==> config.mk <==
export PLATFORM = sky130hd
export DESIGN_NAME = gate_prot
export DESIGN_NICKNAME = d
export VERILOG_FILES = /design/src/design/gate_prot_pkg.sv /design/src/design/recovery_if.sv /design/src/design/gate_prot.sv /design/src/design/recovery_timer.sv
export VERILOG_INCLUDE_DIRS = /design/src /design/src/design
export SDC_FILE = /design/constraint.sdc
export NUM_CORES = 1
export LEC_CHECK = 0
export BUFFER_PORTS_ARGS = -buffer_cell sky130_fd_sc_hd__buf_2
export CORE_MARGIN = 5
export CORE_UTILIZATION = 40
export CTS_CLUSTER_DIAMETER = 50
export DETAILED_ROUTE_END_ITERATION = 8
export PLACE_DENSITY = 0.58
export SKIP_CTS_REPAIR_TIMING = 1
export SYNTH_ARGS = -nofsm -noshare
export SYNTH_HDL_FRONTEND = slang
export SYNTH_SLANG_ARGS = --single-unit
==> constraint.sdc <==
create_clock -name clk_i -period 3.24 [get_ports clk_i]
set_clock_uncertainty 0.1 [all_clocks]
set_input_delay 0.324 -clock clk_i [delete_from_list [all_inputs] [get_ports clk_i]]
set_output_delay 0.324 -clock clk_i [all_outputs]
set_load 0.01 [all_outputs]
==> src/design/gate_prot_cfg.svh <==
// timing constants and reset values for the gate protection logic
`ifndef GATE_PROT_CFG_SVH
`define GATE_PROT_CFG_SVH
`define CLK_HZ             20000000
`define ADJ_BASE_US        1000
`define FIXED_MIN_US       20
`define ADJ_BASE_CYC       ((`ADJ_BASE_US * (`CLK_HZ / 1000000)))
`define FIXED_MIN_CYC      ((`FIXED_MIN_US * (`CLK_HZ / 1000000)))
`define CNT_W              20
`define NUM_TRIPS          4
`define TRIP_OC            0
`define TRIP_UV            1
`define TRIP_TH            2
`define TRIP_SD            3
`endif

==> src/design/gate_prot_pkg.sv <==
// types shared by the gate protection logic
package gate_prot_pkg;
  typedef enum logic [2:0] {
    ST_IDLE    = 3'b001,
    ST_TRIPPED = 3'b010,
    ST_WAIT    = 3'b100
  } rec_state_t;
endpackage

==> src/design/recovery_if.sv <==
// request and status signals between the top and one recovery channel
`timescale 1ns/10ps
interface recovery_if;
  logic        cond;
  logic [19:0] delay;
  logic        hold;
  logic        tripped;
  modport top (output cond, output delay, input hold, input tripped);
  modport chan (input cond, input delay, output hold, output tripped);
endinterface

==> src/design/gate_prot.sv <==
// gate command and protection logic of a three-phase inverter driver
//
// Behaviour
// - high input on, both high in phase off
// - over-current trips fault low, switches off
// - over-current recovers after delay, automatically
// - under-voltage trips fault low, switches off
// - under-voltage recovers after fixed minimum delay
// - thermal flag trips fault low, switches off
// - thermal recovers after hysteresis and delay
// - shutdown sense trips fault low, switches off
// - shutdown recovers below release level, delay
// - three trips use configured recovery delay
// - adjustable base delay about one millisecond
// - fixed delay never under twenty microseconds
// - recovery pin low while those trips active
// - under-voltage always uses fixed minimum delay
`timescale 1ns/10ps
`include "gate_prot_cfg.svh"
module gate_prot (
  input  wire logic  clk_i,
  input  wire logic  rst_i,
  input  wire logic  phase_a_high_in_i,
  input  wire logic  phase_b_high_in_i,
  input  wire logic  phase_c_high_in_i,
  input  wire logic  phase_a_low_in_i,
  input  wire logic  phase_b_low_in_i,
  input  wire logic  phase_c_low_in_i,
  input  wire logic  current_sense_in_i,
  input  wire logic  supply_undervoltage_trip_i,
  input  wire logic  thermal_trip_i,
  input  wire logic  overvolt_sense_in_i,
  input  wire logic  recovery_adjust_en_i,
  input  wire logic  wb_cyc_i,
  input  wire logic  wb_stb_i,
  input  wire logic  wb_we_i,
  input  wire logic [3:0]  wb_adr_i,
  input  wire logic [3:0]  wb_sel_i,
  input  wire logic [31:0] wb_dat_i,
  output logic [31:0]      wb_dat_o,
  output logic             wb_ack_o,
  output logic             phase_a_high_o,
  output logic             phase_b_high_o,
  output logic             phase_c_high_o,
  output logic             phase_a_low_o,
  output logic             phase_b_low_o,
  output logic             phase_c_low_o,
  output logic             fault_n_o,
  output logic             recovery_set_pin_o,
  output logic             recovery_set_pin_oe_o
);
  localparam logic [3:0] ADJ_OFS = 4'h0;
  localparam logic [3:0] FIX_OFS = 4'h4;
  localparam logic [3:0] STA_OFS = 4'h8;

  // pins come from outside the clock domain: two-stage synchronisers
  logic [9:0] meta_q;
  logic [9:0] sync_q;
  always_ff @(posedge clk_i) begin
    if (rst_i) begin
      meta_q <= '0;
      sync_q <= '0;
    end else begin
      meta_q <= {recovery_adjust_en_i, overvolt_sense_in_i, thermal_trip_i,
                 supply_undervoltage_trip_i, current_sense_in_i,
                 phase_c_low_in_i, phase_b_low_in_i, phase_a_low_in_i,
                 phase_c_high_in_i, phase_b_high_in_i};
      sync_q <= meta_q;
    end
  end
  logic a_hi_meta_q;
  logic a_hi_q;
  always_ff @(posedge clk_i) begin
    if (rst_i) begin
      a_hi_meta_q <= 1'b0;
      a_hi_q      <= 1'b0;
    end else begin
      a_hi_meta_q <= phase_a_high_in_i;
      a_hi_q      <= a_hi_meta_q;
    end
  end

  // programmable delays in clock cycles
  logic [`CNT_W-1:0] adj_delay_q;
  logic [`CNT_W-1:0] fix_delay_q;
  always_ff @(posedge clk_i) begin
    if (rst_i) begin
      adj_delay_q <= `CNT_W'(`ADJ_BASE_CYC);
      fix_delay_q <= `CNT_W'(`FIXED_MIN_CYC);
    end else if (wb_cyc_i && wb_stb_i && wb_we_i && !wb_ack_o) begin
      if (wb_adr_i == ADJ_OFS) begin
        if (wb_sel_i[0]) adj_delay_q[7:0]   <= wb_dat_i[7:0];
        if (wb_sel_i[1]) adj_delay_q[15:8]  <= wb_dat_i[15:8];
        if (wb_sel_i[2]) adj_delay_q[19:16] <= wb_dat_i[19:16];
      end else if (wb_adr_i == FIX_OFS) begin
        // writes below the minimum are ignored, so the floor is never undercut
        if (wb_dat_i[19:0] >= `CNT_W'(`FIXED_MIN_CYC)) begin
          fix_delay_q <= wb_dat_i[19:0];
        end
      end
    end
  end

  logic [`NUM_TRIPS-1:0] cond;
  logic [`NUM_TRIPS-1:0] hold;
  logic [`NUM_TRIPS-1:0] tripped;
  assign cond[`TRIP_OC] = sync_q[5];
  assign cond[`TRIP_UV] = sync_q[6];
  assign cond[`TRIP_TH] = sync_q[7];
  assign cond[`TRIP_SD] = sync_q[8];

  // adjustable delay only for the three non-supply trips
  logic [`CNT_W-1:0] sel_delay;
  assign sel_delay = sync_q[9] ? adj_delay_q : fix_delay_q;

  genvar gi;
  generate
    for (gi = 0; gi < `NUM_TRIPS; gi++) begin : g_ch
      recovery_if rif ();
      assign rif.cond  = cond[gi];
      assign rif.delay = (gi == `TRIP_UV) ? fix_delay_q : sel_delay;
      assign hold[gi]    = rif.hold;
      assign tripped[gi] = rif.tripped;
      recovery_timer u_timer (
        .clk_i (clk_i),
        .rst_i (rst_i),
        .ch    (rif.chan)
      );
    end
  endgenerate

  logic block;
  assign block = |hold;

  logic [2:0] hi;
  logic [2:0] lo;
  assign hi = {sync_q[1], sync_q[0], a_hi_q};
  assign lo = {sync_q[4], sync_q[3], sync_q[2]};
  logic [2:0] hi_en;
  logic [2:0] lo_en;
  assign hi_en = block ? 3'h0 : (hi & ~lo);
  assign lo_en = block ? 3'h0 : (lo & ~hi);

  always_ff @(posedge clk_i) begin
    if (rst_i) begin
      phase_a_high_o <= 1'b0;
      phase_b_high_o <= 1'b0;
      phase_c_high_o <= 1'b0;
      phase_a_low_o  <= 1'b0;
      phase_b_low_o  <= 1'b0;
      phase_c_low_o  <= 1'b0;
    end else begin
      phase_a_high_o <= hi_en[0];
      phase_b_high_o <= hi_en[1];
      phase_c_high_o <= hi_en[2];
      phase_a_low_o  <= lo_en[0];
      phase_b_low_o  <= lo_en[1];
      phase_c_low_o  <= lo_en[2];
    end
  end

  always_ff @(posedge clk_i) begin
    if (rst_i) begin
      fault_n_o             <= 1'b1;
      recovery_set_pin_o    <= 1'b0;
      recovery_set_pin_oe_o <= 1'b0;
    end else begin
      fault_n_o             <= !block;
      recovery_set_pin_o    <= 1'b0;
      // open drain: pulled low only while an over-current, thermal or shutdown trip is still asserted
      recovery_set_pin_oe_o <= tripped[`TRIP_OC] | tripped[`TRIP_TH]
                               | tripped[`TRIP_SD];
    end
  end

  // wishbone classic slave, one wait state, ack drops after one cycle
  always_ff @(posedge clk_i) begin
    if (rst_i) begin
      wb_ack_o <= 1'b0;
      wb_dat_o <= 32'h00000000;
    end else begin
      wb_ack_o <= wb_cyc_i && wb_stb_i && !wb_ack_o;
      if (wb_adr_i == ADJ_OFS) begin
        wb_dat_o <= {12'h000, adj_delay_q};
      end else if (wb_adr_i == FIX_OFS) begin
        wb_dat_o <= {12'h000, fix_delay_q};
      end else if (wb_adr_i == STA_OFS) begin
        wb_dat_o <= {23'h000000, !block, hold, tripped};
      end else begin
        wb_dat_o <= 32'h00000000;
      end
    end
  end
endmodule

==> src/design/recovery_timer.sv <==
// one trip channel: latches a condition and times its recovery delay
`timescale 1ns/10ps
`include "gate_prot_cfg.svh"
module recovery_timer (
  input  wire logic  clk_i,
  input  wire logic  rst_i,
  recovery_if.chan   ch
);
  gate_prot_pkg::rec_state_t state_q;
  logic [`CNT_W-1:0]         cnt_q;

  always_ff @(posedge clk_i) begin
    if (rst_i) begin
      state_q <= gate_prot_pkg::ST_IDLE;
      cnt_q   <= '0;
    end else begin
      case (state_q)
        gate_prot_pkg::ST_IDLE: begin
          if (ch.cond) begin
            state_q <= gate_prot_pkg::ST_TRIPPED;
          end
        end
        gate_prot_pkg::ST_TRIPPED: begin
          cnt_q <= '0;
          if (!ch.cond) begin
            state_q <= gate_prot_pkg::ST_WAIT;
          end
        end
        gate_prot_pkg::ST_WAIT: begin
          if (ch.cond) begin
            state_q <= gate_prot_pkg::ST_TRIPPED;
          end else if (cnt_q + 20'h00001 >= ch.delay) begin
            state_q <= gate_prot_pkg::ST_IDLE;
          end else begin
            cnt_q <= cnt_q + 20'h00001;
          end
        end
        default: state_q <= gate_prot_pkg::ST_IDLE;
      endcase
    end
  end

  assign ch.hold    = (state_q != gate_prot_pkg::ST_IDLE) || ch.cond;
  assign ch.tripped = (state_q == gate_prot_pkg::ST_TRIPPED) || ch.cond;
endmodule

Yosys cells after proc, flatten, opt, wreduce, memory -nomap -nowiden

Index checks and enable logic that the tools add are counted.

Register bits after elaboration: 195
Output and inout port bits: 42
Bits of input ports: 56
Word-level logic and storage cells: 151

Order comparisons: 5
Bitwise operators: 7
Mux-type cells: 36
Equal/unequal tests: 38
Reduce and logical (&&, ||, !) cells: 34
$add $sub $neg: 4

Operator list:

| operator                | count |
|---|---|
| $mux W20                | 11 |
| $pmux W20 S2            | 4 |
| $add A20 B1 Y20 const B | 4 |
| $ge A20 B20 Y1          | 4 |
| $mux W3                 | 16 |
| $pmux W3 S3             | 4 |
| $reduce_and A3 Y1       | 11 |
| $ne A2 B2 Y1 const B    | 16 |
| $ge A20 B9 Y1 const B   | 1 |
| $eq A3 B1 Y1 const B    | 4 |
| $eq A3 B2 Y1 const B    | 4 |
| $eq A3 B3 Y1 const B    | 4 |
| $ne A3 B1 Y1 const B    | 4 |
| $ne A3 B2 Y1 const B    | 4 |
| $mux W9                 | 1 |
| $logic_or A1 B1 Y1      | 8 |
| $reduce_bool A2 Y1      | 4 |
| $and A3 B3 Y3           | 2 |
| $not A3 Y3              | 2 |
| $reduce_or A5 Y1        | 1 |
| $eq A4 B3 Y1 const B    | 1 |
| $eq A4 B4 Y1 const B    | 1 |
| $logic_and A1 B1 Y1     | 4 |
| $logic_not A4 Y1        | 1 |
| other kinds (6)         | 8 |

Depth between registers and ports, before layout

Gate-level depths: netlist (run 1).

Depth after elaboration: 7
Gate-level depth with buffers: 15
Gate-level depth less buffers: 13

Cells and area by module

Synthesis (run 1) repeated with hierarchy kept, for this count alone.

Cell total of the unflattened synthesis: 1371
Area total of the unflattened synthesis: 11272.1 µm²

Modules (own cells, without submodules):

| module         | cells an instance | instances | area an instance (µm²) | sequential area each (µm²) |
|---|---|---|---|---|
| recovery_timer | 263               | 4         | 1985.7                 | 460.4 |
| gate_prot      | 319               | 1         | 3329.4                 | 1821.7 |

Worst setup path before layout (run 1)

No wires, ideal clock.

Path kind: register -> register
Start point: reg g_ch[1].u_timer.cnt_q[0]
End point: reg g_ch[1].u_timer.cnt_q[15]
Cell stages (with the launch flop): 14
Setup slack: -0.356 ns
Period minus slack after synthesis: 3.596 ns
Path buffers: 1
Required time: 3.066 ns
Setup time: 0.074 ns
Arrival time: 3.422 ns
Cells stage by stage: dfxtp_1 -> ha_1 -> nand4_1 -> or4_1 -> clkbuf_1 -> nor3_1 -> xor2_1 -> ha_1 -> a21oi_1 -> nand2_1 -> a2111oi_2 -> nand2_1 -> or4_1 -> a31oi_1

Cells in the longest elaborated chain, start to end: 4
Elaborated cells on any way between the ends: 7
Those cells by class: 1 x add/sub; 1 x order compare; 1 x eq/ne; 3 x mux; 1 x reduce/logical

Ends and longest elaborated chain:

| element                                                            | RTL line                                   | text |
|---|---|---|
| start: declaration                                                 | recovery_timer.sv:10                       | `` logic [`CNT_W-1:0] cnt_q; `` |
| start signal: assignment                                           | recovery_timer.sv:35                       | `cnt_q <= cnt_q + 20'h00001;` |
| $add A20 B1 Y20 (*)                                                | recovery_timer.sv:32, recovery_timer.sv:35 |  |
| $ge A20 B20 Y1 or $mux W20 (tied branches)                         | recovery_timer.sv:32                       | `end else if (cnt_q + 20'h00001 >= ch.delay) begin` |
| $ne A2 B2 Y1 (no source line) or $mux W20 (tied branches)          | --                                         |  |
| $reduce_and A3 Y1 (no source line) or $pmux W20 S2 (tied branches) | --                                         |  |

Mark *: on every way between the ends. The rest lies on a longest branch, timed or not. The select of a mux whose other input is x is not followed.
A chain may end at the register's enable or synchronous reset.

Final worst setup path (run 1)

Start point: reg g_ch[0].u_timer.cnt_q[5]
End point: reg g_ch[0].u_timer.cnt_q[19]

Cells in the longest elaborated chain, start to end: 4
Elaborated cells on any way between the ends: 7
Those cells by class: 1 x add/sub; 1 x order compare; 1 x eq/ne; 3 x mux; 1 x reduce/logical

Ends and longest elaborated chain:

| element                                                            | RTL line |
|---|---|
| start: declaration                                                 | recovery_timer.sv:10 |
| start signal: assignment                                           | recovery_timer.sv:35 |
| $add A20 B1 Y20 (*)                                                | recovery_timer.sv:32, recovery_timer.sv:35 |
| $ge A20 B20 Y1 or $mux W20 (tied branches)                         | recovery_timer.sv:32 |
| $ne A2 B2 Y1 (no source line) or $mux W20 (tied branches)          | -- |
| $reduce_and A3 Y1 (no source line) or $pmux W20 S2 (tied branches) | -- |

Marks and branches as above.

==> results of run 1 <==
cell usage after synthesis (28+ instances only):
cell      count
nor2_1       86
nand2_1     143
ha_1         84
clkbuf_1     65
dfxtp_1     183
xnor2_1      48
nand4_1      36
inv_1        28
nand3_1      95
mux2i_1      49
a21oi_1      73
critical path, delay by kind of cell (launching register included):
kind	cells	cell delay [ns]
buffers and inverters	1	0.16
AOI/OAI and AO/OA	5	0.98
adders and majority gates	1	0.19
and+or+nand+nor	6	1.61
DFF	1	0.33
layer usage:
layer | global-route usage, % | up-vias | wire, um
met1 | 28.5 | 4960 | 15400
met4 | 7.06 | 0 | 712
met3 | 3.34 | 37 | 1600
met2 | 31.8 | 258 | 15400
met5 | 0 | - | 0
li1 | - | 5102 | -
layout make-up:
cell class	instances	area, sq um	area share, %
clock inverter	14	183	1.25
timing repair buffer	284	2250	15.4
tap	335	419	2.86
multi-input combinational	993	7540	51.5
clock buffer	18	439	3.00
sequential	183	3690	25.2
inverter	29	109	0.744
how the worst max path moves through the flow:
stage / startpoint / endpoint / cells past startpoint
finish: g_ch[0].u_timer.cnt_q[5]$_SDFFE_PP0P_ / g_ch[0].u_timer.cnt_q[19]$_SDFFE_PP0P_ / 13
global route: g_ch[0].u_timer.cnt_q[5]$_SDFFE_PP0P_ / g_ch[0].u_timer.cnt_q[8]$_SDFFE_PP0P_ / 15
CTS: g_ch[1].u_timer.cnt_q[1]$_SDFFE_PP0P_ / g_ch[1].u_timer.cnt_q[1]$_SDFFE_PP0P_ / 13
detailed placement: g_ch[1].u_timer.cnt_q[1]$_SDFFE_PP0P_ / g_ch[1].u_timer.cnt_q[9]$_SDFFE_PP0P_ / 13
global placement: g_ch[1].u_timer.cnt_q[1]$_SDFFE_PP0P_ / g_ch[1].u_timer.cnt_q[1]$_SDFFE_PP0P_ / 13
floorplan: g_ch[1].u_timer.cnt_q[1]$_SDFFE_PP0P_ / g_ch[1].u_timer.cnt_q[14]$_SDFFE_PP0P_ / 13
metrics by stage:
stage	hold WS, ns	setup WS [ns]	instances
after floorplan	0.288	-0.0176	1295
after global placement	0.293	-0.250	1786
after detailed placement	0.302	-0.285	1786
after CTS	-0.0199	-0.322	1818
after global routing	0.000808	-0.335	1856
final	-0.0120	-0.216	1856
registers in the layout (all words and copies together) (netlist names), 10 cells and up:
register / count
wb_dat_o: 20
g_ch.u_timer.state_q: 12
adj_delay_q: 20
sync_q: 10
meta_q: 10
g_ch.u_timer.cnt_q: 80
fix_delay_q: 20
cells by family after synthesis:
logic type,count (synthesis),share of synthesized area [%]
simple gates,549,26.5
compound gates,235,15.0
flops,183,34.2
buf+inv,119,4.77
fa+ha+maj,84,9.81
xor+xnor,62,5.07
mux,50,4.69
other cells,1,0.0350
where the power goes:
part           internal [uW]  switching [uW]  total, uW
clock                   1200            1050       2250
sequential              2270            16.3       2280
combinational           95.9             171        267
==> qor.yml, run 1 <==
hold_path:
  hold_class: "in -> reg"
  hold_depth: 2
  hold_end: "meta_q[4]$_SDFF_PP0_"
  hold_start: "phase_c_low_in_i"
timing:
  rsz0062_at_grt: "yes"
  hold-worst-slack_ns: -0.0120
  finalWorstSetupSlack_ns: -0.216
  drv_slew: 0
  fin_tns_setup_ns: -5.33
  finalHoldViolations: 4
  fin_crit_ns: 3.46
  fmax_mhz: 289
  period_share_pct: 107
  setup-violations-final: 51
  max-slew-margin-rel_pct: 37.2
  tightest_slew_ns: 0.939
power_and_ir_drop:
  p_leak_uw: 0.00631
  total_power_uw: 4800
  powerDensity_mw_per_mm2: 328
  peakVddDrop_mv: 0.268
critical_path:
  rrSetupSlack_ns: -0.22
  startpoint_type: "flop"
  cp.arrival_ns: 3.72
  worstSetupPathType: "reg -> reg"
  crit_chain: "and4_4 > and3_4 > nand4_1 > or3_4 > nand2b_4 > ha_4 > a21o_1 > a21o_1 > a2111oi_4 > o21ai_2 > buf_6 > or4_1 > o211ai_1"
  rr_worst_depth: 13
  reg2reg_to: "g_ch[0].u_timer.cnt_q[19]$_SDFFE_PP0P_"
  cp-end-kind: "flop"
  cp_slowest_cell: "or4_1"
  critPathRequiredTime_ns: 3.51
  crit_top_cell: "a21o_1"
  reg2reg_from: "g_ch[0].u_timer.cnt_q[5]$_SDFFE_PP0P_"
  crit_fanout: 5
  crit_path_max_incr_delay_ns: 0.47
global_route:
  grt-ovfl-total: 0
  antenna_found_initial: 0
  grt_pass1_wl_um: 50100
  grt_max_degree: 62
  grt_pass1_vias: 9502
  grt_use_total_pct: 20.3
detailed_routing:
  drt_iter0_drc: 718
  via_count: 10357
  drcViolationCount: 0
  viasPerCell: 5.58
  wirelength_um: 33100
  routedWlPerCell_um: 17.8
  first_pass_iters: 5
  antenna_left: 0
layout:
  final_area_sq_mm: 0.0146
  layout.cells.most_common: "dfxtp_1"
  antennaDiodeCount: 0
  syn_to_final_growth_pct: 36.7
  final_cell_mix: "dfxtp_1 (166), buf_4 (165), nand2_1 (134)"
  fillers: 2336
  nNetsFinal: 1648
  drive_gt1_share_pct: 31.8
  utilization_pct: 55.9
synthesis:
  synth_edf_count: 0
  yosys-top-cells-area: "dfxtp_1 (34%), ha_1 (9.8%), nand2_1 (5.0%)"
  syn_area_sq_mm: 0.0107
  synthArstFlopShare_pct: 0
  postSynthCellCount: 1283
  synth_seq_cells: 183
  yosys.area.top_type: "dfxtp_1"
  yosysWarnings: 0
  yosysSeqAreaShare_pct: 34.2
  synth_flop_cell: "dfxtp_1"
  ys_types: 63
  synth_top_area_share_pct: 34.2
  synth.avg_cell_area_sq_um: 8.35
clock_tree:
  root_buffer: "clkbuf_16"
  cts_tree: "built"
  clk_pin_slew_ns: 0.08
  htreeDepth: 4
  cts_made_buffers: 17
  clock_sinks: 183
  clk_latency_ns: 0.44
  clockBufferDepth: 2
floorplanning:
  die_height_um: 174
  num_rows: 59
  start_util_pct: 40.9
  die_w_um: 174
  die_area_sq_mm: 0.0301
  design.core.area_sq_mm: 0.0262
  io_pins: 98
run:
  drv_cap: 0
status:
  outcome: "finished with violations"
  violations: "negative hold slack, negative setup slack"
placed_design:
  dpl-instance-area_sq_mm: 0.0127
  gp_congestion: 0.870
  port-buffer-count: 71
  hpwlAfterDp_um: 22900
(Power assumes the default switching activity.)
==> run 2, diff against run 1 <==
Settings changed: PLACE_DENSITY 0.58 to 0.57, SYNTH_HIERARCHICAL from default to 1.
==> run 2 against run 1 <==
Against the previous run:
- the flow still finishes with violations (negative hold slack, negative setup slack)
- largest cell class unchanged
- clock-buffer cell count unchanged
- non-clock buffer count decreased by 21
- highest routed layer unchanged
- first-iteration DRC count decreased by 11%
==> qor.yml, run 2 <==
detailed_routing:
  drcViolationCount: 0  # unchanged
  antenna_left: 0  # unchanged
  drt_iter0_drc: 637  # -11%
  routedWlPerCell_um: 16.9  # -5.3%
  wirelength_um: 33300  # +0.59%
  via_count: 10711  # +3.4%
  viasPerCell: 5.43  # -2.7%
  first_pass_iters: 5  # unchanged
floorplanning:
  design.core.area_sq_mm: 0.0278  # +6.0%
  die_area_sq_mm: 0.0316  # +4.9%
  num_rows: 61  # +3.4%
  die_w_um: 178  # +2.4%
  io_pins: 98  # unchanged
  die_height_um: 178  # +2.4%
  start_util_pct: 40.6  # -0.29 points
layout:
  largest_register_ffs: 80  # unchanged
  antennaDiodeCount: 0  # unchanged
  syn_to_final_growth_pct: 26.4
  drive_gt1_share_pct: 25.1  # -6.7 points
  fillers: 2712  # +16%
  stdcell_count: 1972  # +6.3%
  regMostFlops: "g_ch.u_timer/cnt_q"
  multi_input_area_sq_mm: 0.00729  # -3.3%
  nNetsFinal: 1721  # +4.4%
  final_cell_mix: "buf_4 (177), dfxtp_1 (169), nand3_1 (107)"
  seq_area_sq_mm: 0.00368  # -0.30%
  layout.cells.most_common: "buf_4"
power_and_ir_drop:
  powerDensity_mw_per_mm2: 328  # about the same
  total_power_uw: 4680  # -2.6%
  peakVddDrop_mv: 0.353  # +32%
  p_leak_uw: 0.00609  # -3.5%
critical_path:
  worstSetupPathType: "reg -> reg"
  cp-end-kind: "flop"
  startpoint_type: "flop"
  critPathRequiredTime_ns: 3.51  # about the same
  crit_fanout: 6  # +1
  cp.arrival_ns: 3.67  # -0.05 ns
global_route:
  grt_pass1_vias: 10025  # +5.5%
  grt-ovfl-total: 0  # unchanged
  grt_pass1_wl_um: 52600  # +5.2%
  grt_max_degree: 106  # +71%
  grt_use_total_pct: 20.8  # +0.49 points
  antenna_found_initial: 0  # unchanged
hold_path:
  hold_class: "in -> reg"
timing:
  setup-violations-final: 38  # -25%
  fin_crit_ns: 3.39  # -0.0627 ns
  tightest_slew_ns: 1.07  # +0.128 ns
  hold-worst-slack_ns: -0.00525  # +0.00676 ns
  finalWorstSetupSlack_ns: -0.153  # +0.0627 ns
  fmax_mhz: 295  # +1.8%
  max-slew-margin-rel_pct: 28.3  # -9.0 points
  rsz0062_at_grt: "yes"
  drv_slew: 0  # unchanged
  period_share_pct: 105  # -1.9 points
  finalHoldViolations: 1  # -3
clock_tree:
  clk_pin_slew_ns: 0.08  # about the same
  htreeDepth: 4  # unchanged
  clock_sinks: 183  # unchanged
  clk_latency_ns: 0.44  # about the same
  cts_made_buffers: 17  # unchanged
  clockBufferDepth: 2  # unchanged
  root_buffer: "clkbuf_16"
  cts_tree: "built"
placed_design:
  pre_cts_ws_ns: -0.184  # +0.100 ns
  gp_congestion: 0.840  # -3.4%
  port-buffer-count: 71  # unchanged
  dp_cells: 1918  # +7.4%
  hpwlAfterDp_um: 23700  # +3.4%
synthesis:
  synth_seq_cells: 183  # unchanged
  synth_top_area_share_pct: 32.5  # -1.7 points
  synth_edf_count: 0  # unchanged
  syn_area_sq_mm: 0.0113  # +5.3%
  synth_flop_cell: "dfxtp_1"
  synthArstFlopShare_pct: 0  # unchanged
  synth.avg_cell_area_sq_um: 8.22  # -1.5%
  postSynthCellCount: 1371  # +6.9%
  synthTopCellsByCount: "dfxtp_1 (183), nand3_1 (115), nor2_1 (101)"
  yosys.area.top_type: "dfxtp_1"
  synth_most_common_cell: "dfxtp_1"
  yosysSeqAreaShare_pct: 32.5  # -1.7 points
  ys_types: 61  # -3.2%
  yosys-top-cells-area: "dfxtp_1 (33%), ha_1 (9.3%), nand3_1 (5.1%)"
  yosysWarnings: 6  # +6
status:
  outcome: "finished with violations"
  violations: "negative hold slack, negative setup slack"
run:
  drv_cap: 0  # unchanged
==> run 2: cell types whose count changed after synthesis, moves of 12 or more <==
cell	before	now
or4_1	9	33
inv_1	28	82
o21ai_0	19	68
o21a_1	18	0
or4b_1	0	12
nor2_1	86	101
mux2i_1	49	15
nand2_1	143	100
mux2_2	1	20
nand3_1	95	115
and3_1	25	0
nand4_1	36	16
o211ai_1	25	8
a31oi_1	18	60
==> run 2: critical path: stages, from the launching register on <==
cell and delay (ns):
dfxtp_2 0.36, and4_4 0.25, nand4_4 0.13, nor3_4 0.27
buf_4 0.16, nand3_2 0.09, xnor2_2 0.20, ha_1 0.27
nand4_1 0.14, nor2_1 0.10, a221oi_4 0.33, o211ai_1 0.16
buf_4 0.18, buf_4 0.15, or2_2 0.28, a21oi_1 0.13
==> run 2: layout make-up <==
| type | instances | area share (%) |
|---|---|---|
| clock inverters | 14 | 1.08 |
| flip-flops and latches | 183 | 25.9 |
| repair buffers | 263 | 13.3 |
| clock buffers | 18 | 3.08 |
| well taps | 378 | 3.32 |
| multi-input cells | 1034 | 51.2 |
| inverters | 82 | 2.16 |
==> run 2: path summary, 6_finish.rpt <==
| check | start | endpoint | slack (ns) | cells after the start |
|---|---|---|---|---|
| setup / recovery | g_ch[2].u_timer/cnt_q[0]$_SDFFE_PP0P_ | g_ch[2].u_timer/cnt_q[1]$_SDFFE_PP0P_ | -0.15 | 15 |
| hold / removal | phase_a_high_in_i | a_hi_meta_q$_SDFF_PP0_ | -0.005 | 2 |
| setup reg to reg | g_ch[2].u_timer/cnt_q[0]$_SDFFE_PP0P_ | g_ch[2].u_timer/cnt_q[1]$_SDFFE_PP0P_ | -0.15 | 15 |
| hold reg to reg | sync_q[4]$_SDFF_PP0_ | phase_c_high_o$_SDFF_PP0_ | 0.32 | 1 |
==> run 2: per-stage QoR <==
| step | cell area [sq um] | utilization [%] | setup TNS [ns] | hold WS (ns) |
|---|---|---|---|---|
| after floorplan | 11400 | - | 0 | 0.288 |
| after global placement | 13200 | 47.5 | -2.10 | 0.296 |
| after detailed placement | 13200 | 47.5 | -3.74 | 0.303 |
| after CTS | 13800 | 49.7 | -5.66 | -0.0300 |
| after global routing | 14200 | 51.3 | -15.39 | 0.00151 |
| final | 14200 | 51.3 | -1.96 | -0.00525 |
==> run 2: kinds of logic after synthesis <==
| family | Yosys count | share of synthesized area [%] |
|---|---|---|
| muxes | 35 | 3.33 |
| buffers and inverters | 166 | 6.38 |
| other | 1 | 0.0333 |
| adders and majority gates | 84 | 9.32 |
| xor gates and xnor gates | 76 | 5.91 |
| AOI/OAI and AO/OA | 282 | 15.6 |
| and+or+nand+nor | 544 | 26.9 |
| DFF | 183 | 32.5 |
==> run 2: report_power, final <==
group,switching (uW),leakage [uW],internal [uW],total (uW)
Sequential,16.9,0.00149,2270,2290
Clock,1030,0.000287,1120,2150
Combinational,152,0.00431,93.4,245
==> run 2: metal layers <==
metal,vias up,routed length (um),GRT usage [%]
li1,5363,-,-
met1,5078,15100,27.6
met2,225,16000,34.2
met3,45,1430,4.03
met4,0,773,6.35
met5,-,0,0
==> run 3, diff against run 2 <==
Settings changed: HOLD_SLACK_MARGIN from default to 0.08, PLACE_DENSITY 0.57 to 0.55.
Clock period 3.24 ns to 4.28 ns, I/O delays scaled along.
==> run 3 against run 2 <==
Against the previous run:
- the flow now finishes without violations
- highest routed layer unchanged
- sequential power fell by 24%
- fmax shrank 14%
- register-to-register slack better by 0.48 ns
- critical path depth shrank 3
- hold slack improved by 0.11 ns
- sequential share of layout area increased by 3.1 points
- setup slack gained 0.48 ns
- die area unchanged
- cell count decreased by 8.1%
- critical path type unchanged
- cell area fell by 11%
- wire length fell by 5.9%
- via count down 7.4%
==> qor.yml, run 3 (synthesis results as in run 2) <==
status:
  outcome: "complete, no violations"
clock_tree:
  clock_sinks: 183  # unchanged
  clk_pin_slew_ns: 0.07  # about the same
  cts_made_buffers: 17  # unchanged
  cts_tree: "built"
  root_buffer: "clkbuf_16"
  clockBufferDepth: 2  # unchanged
  clk_latency_ns: 0.44  # about the same
  htreeDepth: 4  # unchanged
global_route:
  grt_max_degree: 71  # -33%
  grt_pass1_vias: 9266  # -7.6%
  grt_use_total_pct: 20.1  # -0.67 points
  grt_pass1_wl_um: 50700  # -3.7%
  grt-ovfl-total: 0  # unchanged
  antenna_found_initial: 0  # unchanged
timing:
  hold-worst-slack_ns: 0.104  # +0.110 ns
  setup-violations-final: 0  # -100%
  fin_crit_ns: 3.96  # +0.563 ns
  period_share_pct: 92.4  # -12 points
  max-slew-margin-rel_pct: 26.5  # -1.8 points
  fin_tns_setup_ns: 0  # +1.96 ns
  finalWorstSetupSlack_ns: 0.324  # +0.477 ns
  tightest_slew_ns: 1.10  # +0.0320 ns
  fmax_mhz: 253  # -14%
  finalHoldViolations: 0  # -1
  rsz0062_at_grt: "no"
  drv_slew: 0  # unchanged
layout:
  largest_register_ffs: 80  # unchanged
  nNetsFinal: 1561  # -9.3%
  antennaDiodeCount: 0  # unchanged
  regMostFlops: "g_ch.u_timer/cnt_q"
  syn_to_final_growth_pct: 12.1
  fillers: 2816  # +3.8%
  layout.cells.most_common: "dfxtp_1"
  final_cell_mix: "dfxtp_1 (183), nand3_1 (115), nor2_1 (101)"
  drive_gt1_share_pct: 13.0  # -12 points
floorplanning:
  design.core.area_sq_mm: 0.0278  # unchanged
  io_pins: 98  # unchanged
  die_area_sq_mm: 0.0316  # unchanged
  die_w_um: 178  # unchanged
  num_rows: 61  # unchanged
  die_height_um: 178  # unchanged
  start_util_pct: 40.6  # unchanged
power_and_ir_drop:
  peakVddDrop_mv: 0.246  # -30%
  powerDensity_mw_per_mm2: 283  # -14%
  p_leak_uw: 0.00503  # -17%
  total_power_uw: 3570  # -24%
detailed_routing:
  antenna_left: 0  # unchanged
  wirelength_um: 31300  # -5.9%
  via_count: 9923  # -7.4%
  first_pass_iters: 7  # +2
  viasPerCell: 5.48  # +0.82%
  drt_iter0_drc: 641  # +0.63%
  routedWlPerCell_um: 17.3  # +2.4%
  drcViolationCount: 0  # unchanged
placed_design:
  hpwlAfterDp_um: 22200  # -6.1%
  port-buffer-count: 71  # unchanged
  pre_cts_ws_ns: 0.269  # +0.453 ns
  gp_congestion: 0.825  # -1.8%
critical_path:
  worstSetupPathType: "reg -> reg"
  critPathRequiredTime_ns: 4.51  # +1.00 ns
  startpoint_type: "flop"
  cp.arrival_ns: 4.19  # +0.52 ns
  cp-end-kind: "flop"
  crit_fanout: 14  # +8
run:
  drv_cap: 0  # unchanged
hold_path:
  hold_class: "in -> reg"
run 3: stage by stage:
| step | cell area, sq um | cells | utilization, % |
|---|---|---|---|
| after floorplan | 11300 | 1383 | - |
| after global placement | 12000 | 1778 | 43.2 |
| after detailed placement | 12000 | 1778 | 43.2 |
| after CTS | 12600 | 1810 | 45.4 |
| after global routing | 12600 | 1812 | 45.5 |
| final | 12600 | 1812 | 45.5 |
run 3: path summary, 6_finish.rpt:
check	to	cells past startpoint	from	slack, ns
setup reg to reg	g_ch[1].u_timer/state_q[2]$_SDFFE_PP0P_	12	g_ch[1].u_timer/cnt_q[0]$_SDFFE_PP0P_	0.32
hold reg to reg	phase_c_low_o$_SDFF_PP0_	1	sync_q[1]$_SDFF_PP0_	0.31
hold / removal	meta_q[1]$_SDFF_PP0_	2	phase_c_high_in_i	0.10
setup / recovery	g_ch[1].u_timer/state_q[2]$_SDFFE_PP0P_	12	g_ch[1].u_timer/cnt_q[0]$_SDFFE_PP0P_	0.32
run 3: final cells by class:
| class | instances | area [sq um] | share of cell area [%] |
|---|---|---|---|
| Timing Repair Buffer | 103 | 623 | 4.93 |
| Clock buffer | 17 | 425 | 3.37 |
| Multi-Input combinational cell | 1034 | 6960 | 55.1 |
| Inverter | 82 | 308 | 2.44 |
| Tap cell | 378 | 473 | 3.74 |
| Clock inverter | 15 | 183 | 1.45 |
| Sequential cell | 183 | 3660 | 29.0 |
run 3: worst max-delay path, cell delays in order (launching register included):
cell and delay, ns:
dfxtp_1 0.44, ha_1 0.26, nand3_1 0.20, nor4_1 0.55, nand2_1 0.16, xnor2_1 0.16
ha_1 0.28, nand4_1 0.19, or4_1 0.61, o211ai_1 0.34, buf_4 0.26, o21ai_0 0.10
and3b_1 0.18
run 3: per-layer routing:
layer | wire length (um) | vias up | track usage, %
li1 | - | 5045 | -
met1 | 14900 | 4666 | 27.7
met2 | 14900 | 183 | 33.1
met3 | 1050 | 29 | 3.00
met4 | 530 | 0 | 5.06
met5 | 0 | - | 0
run 3: power by group:
part	switching [uW]	total, uW	leakage [uW]	internal (uW)
registers	12.8	1730	0.00148	1720
clock network	779	1670	0.000291	890
logic	110	170	0.00326	59.9
total	902	3570	0.00503	2670
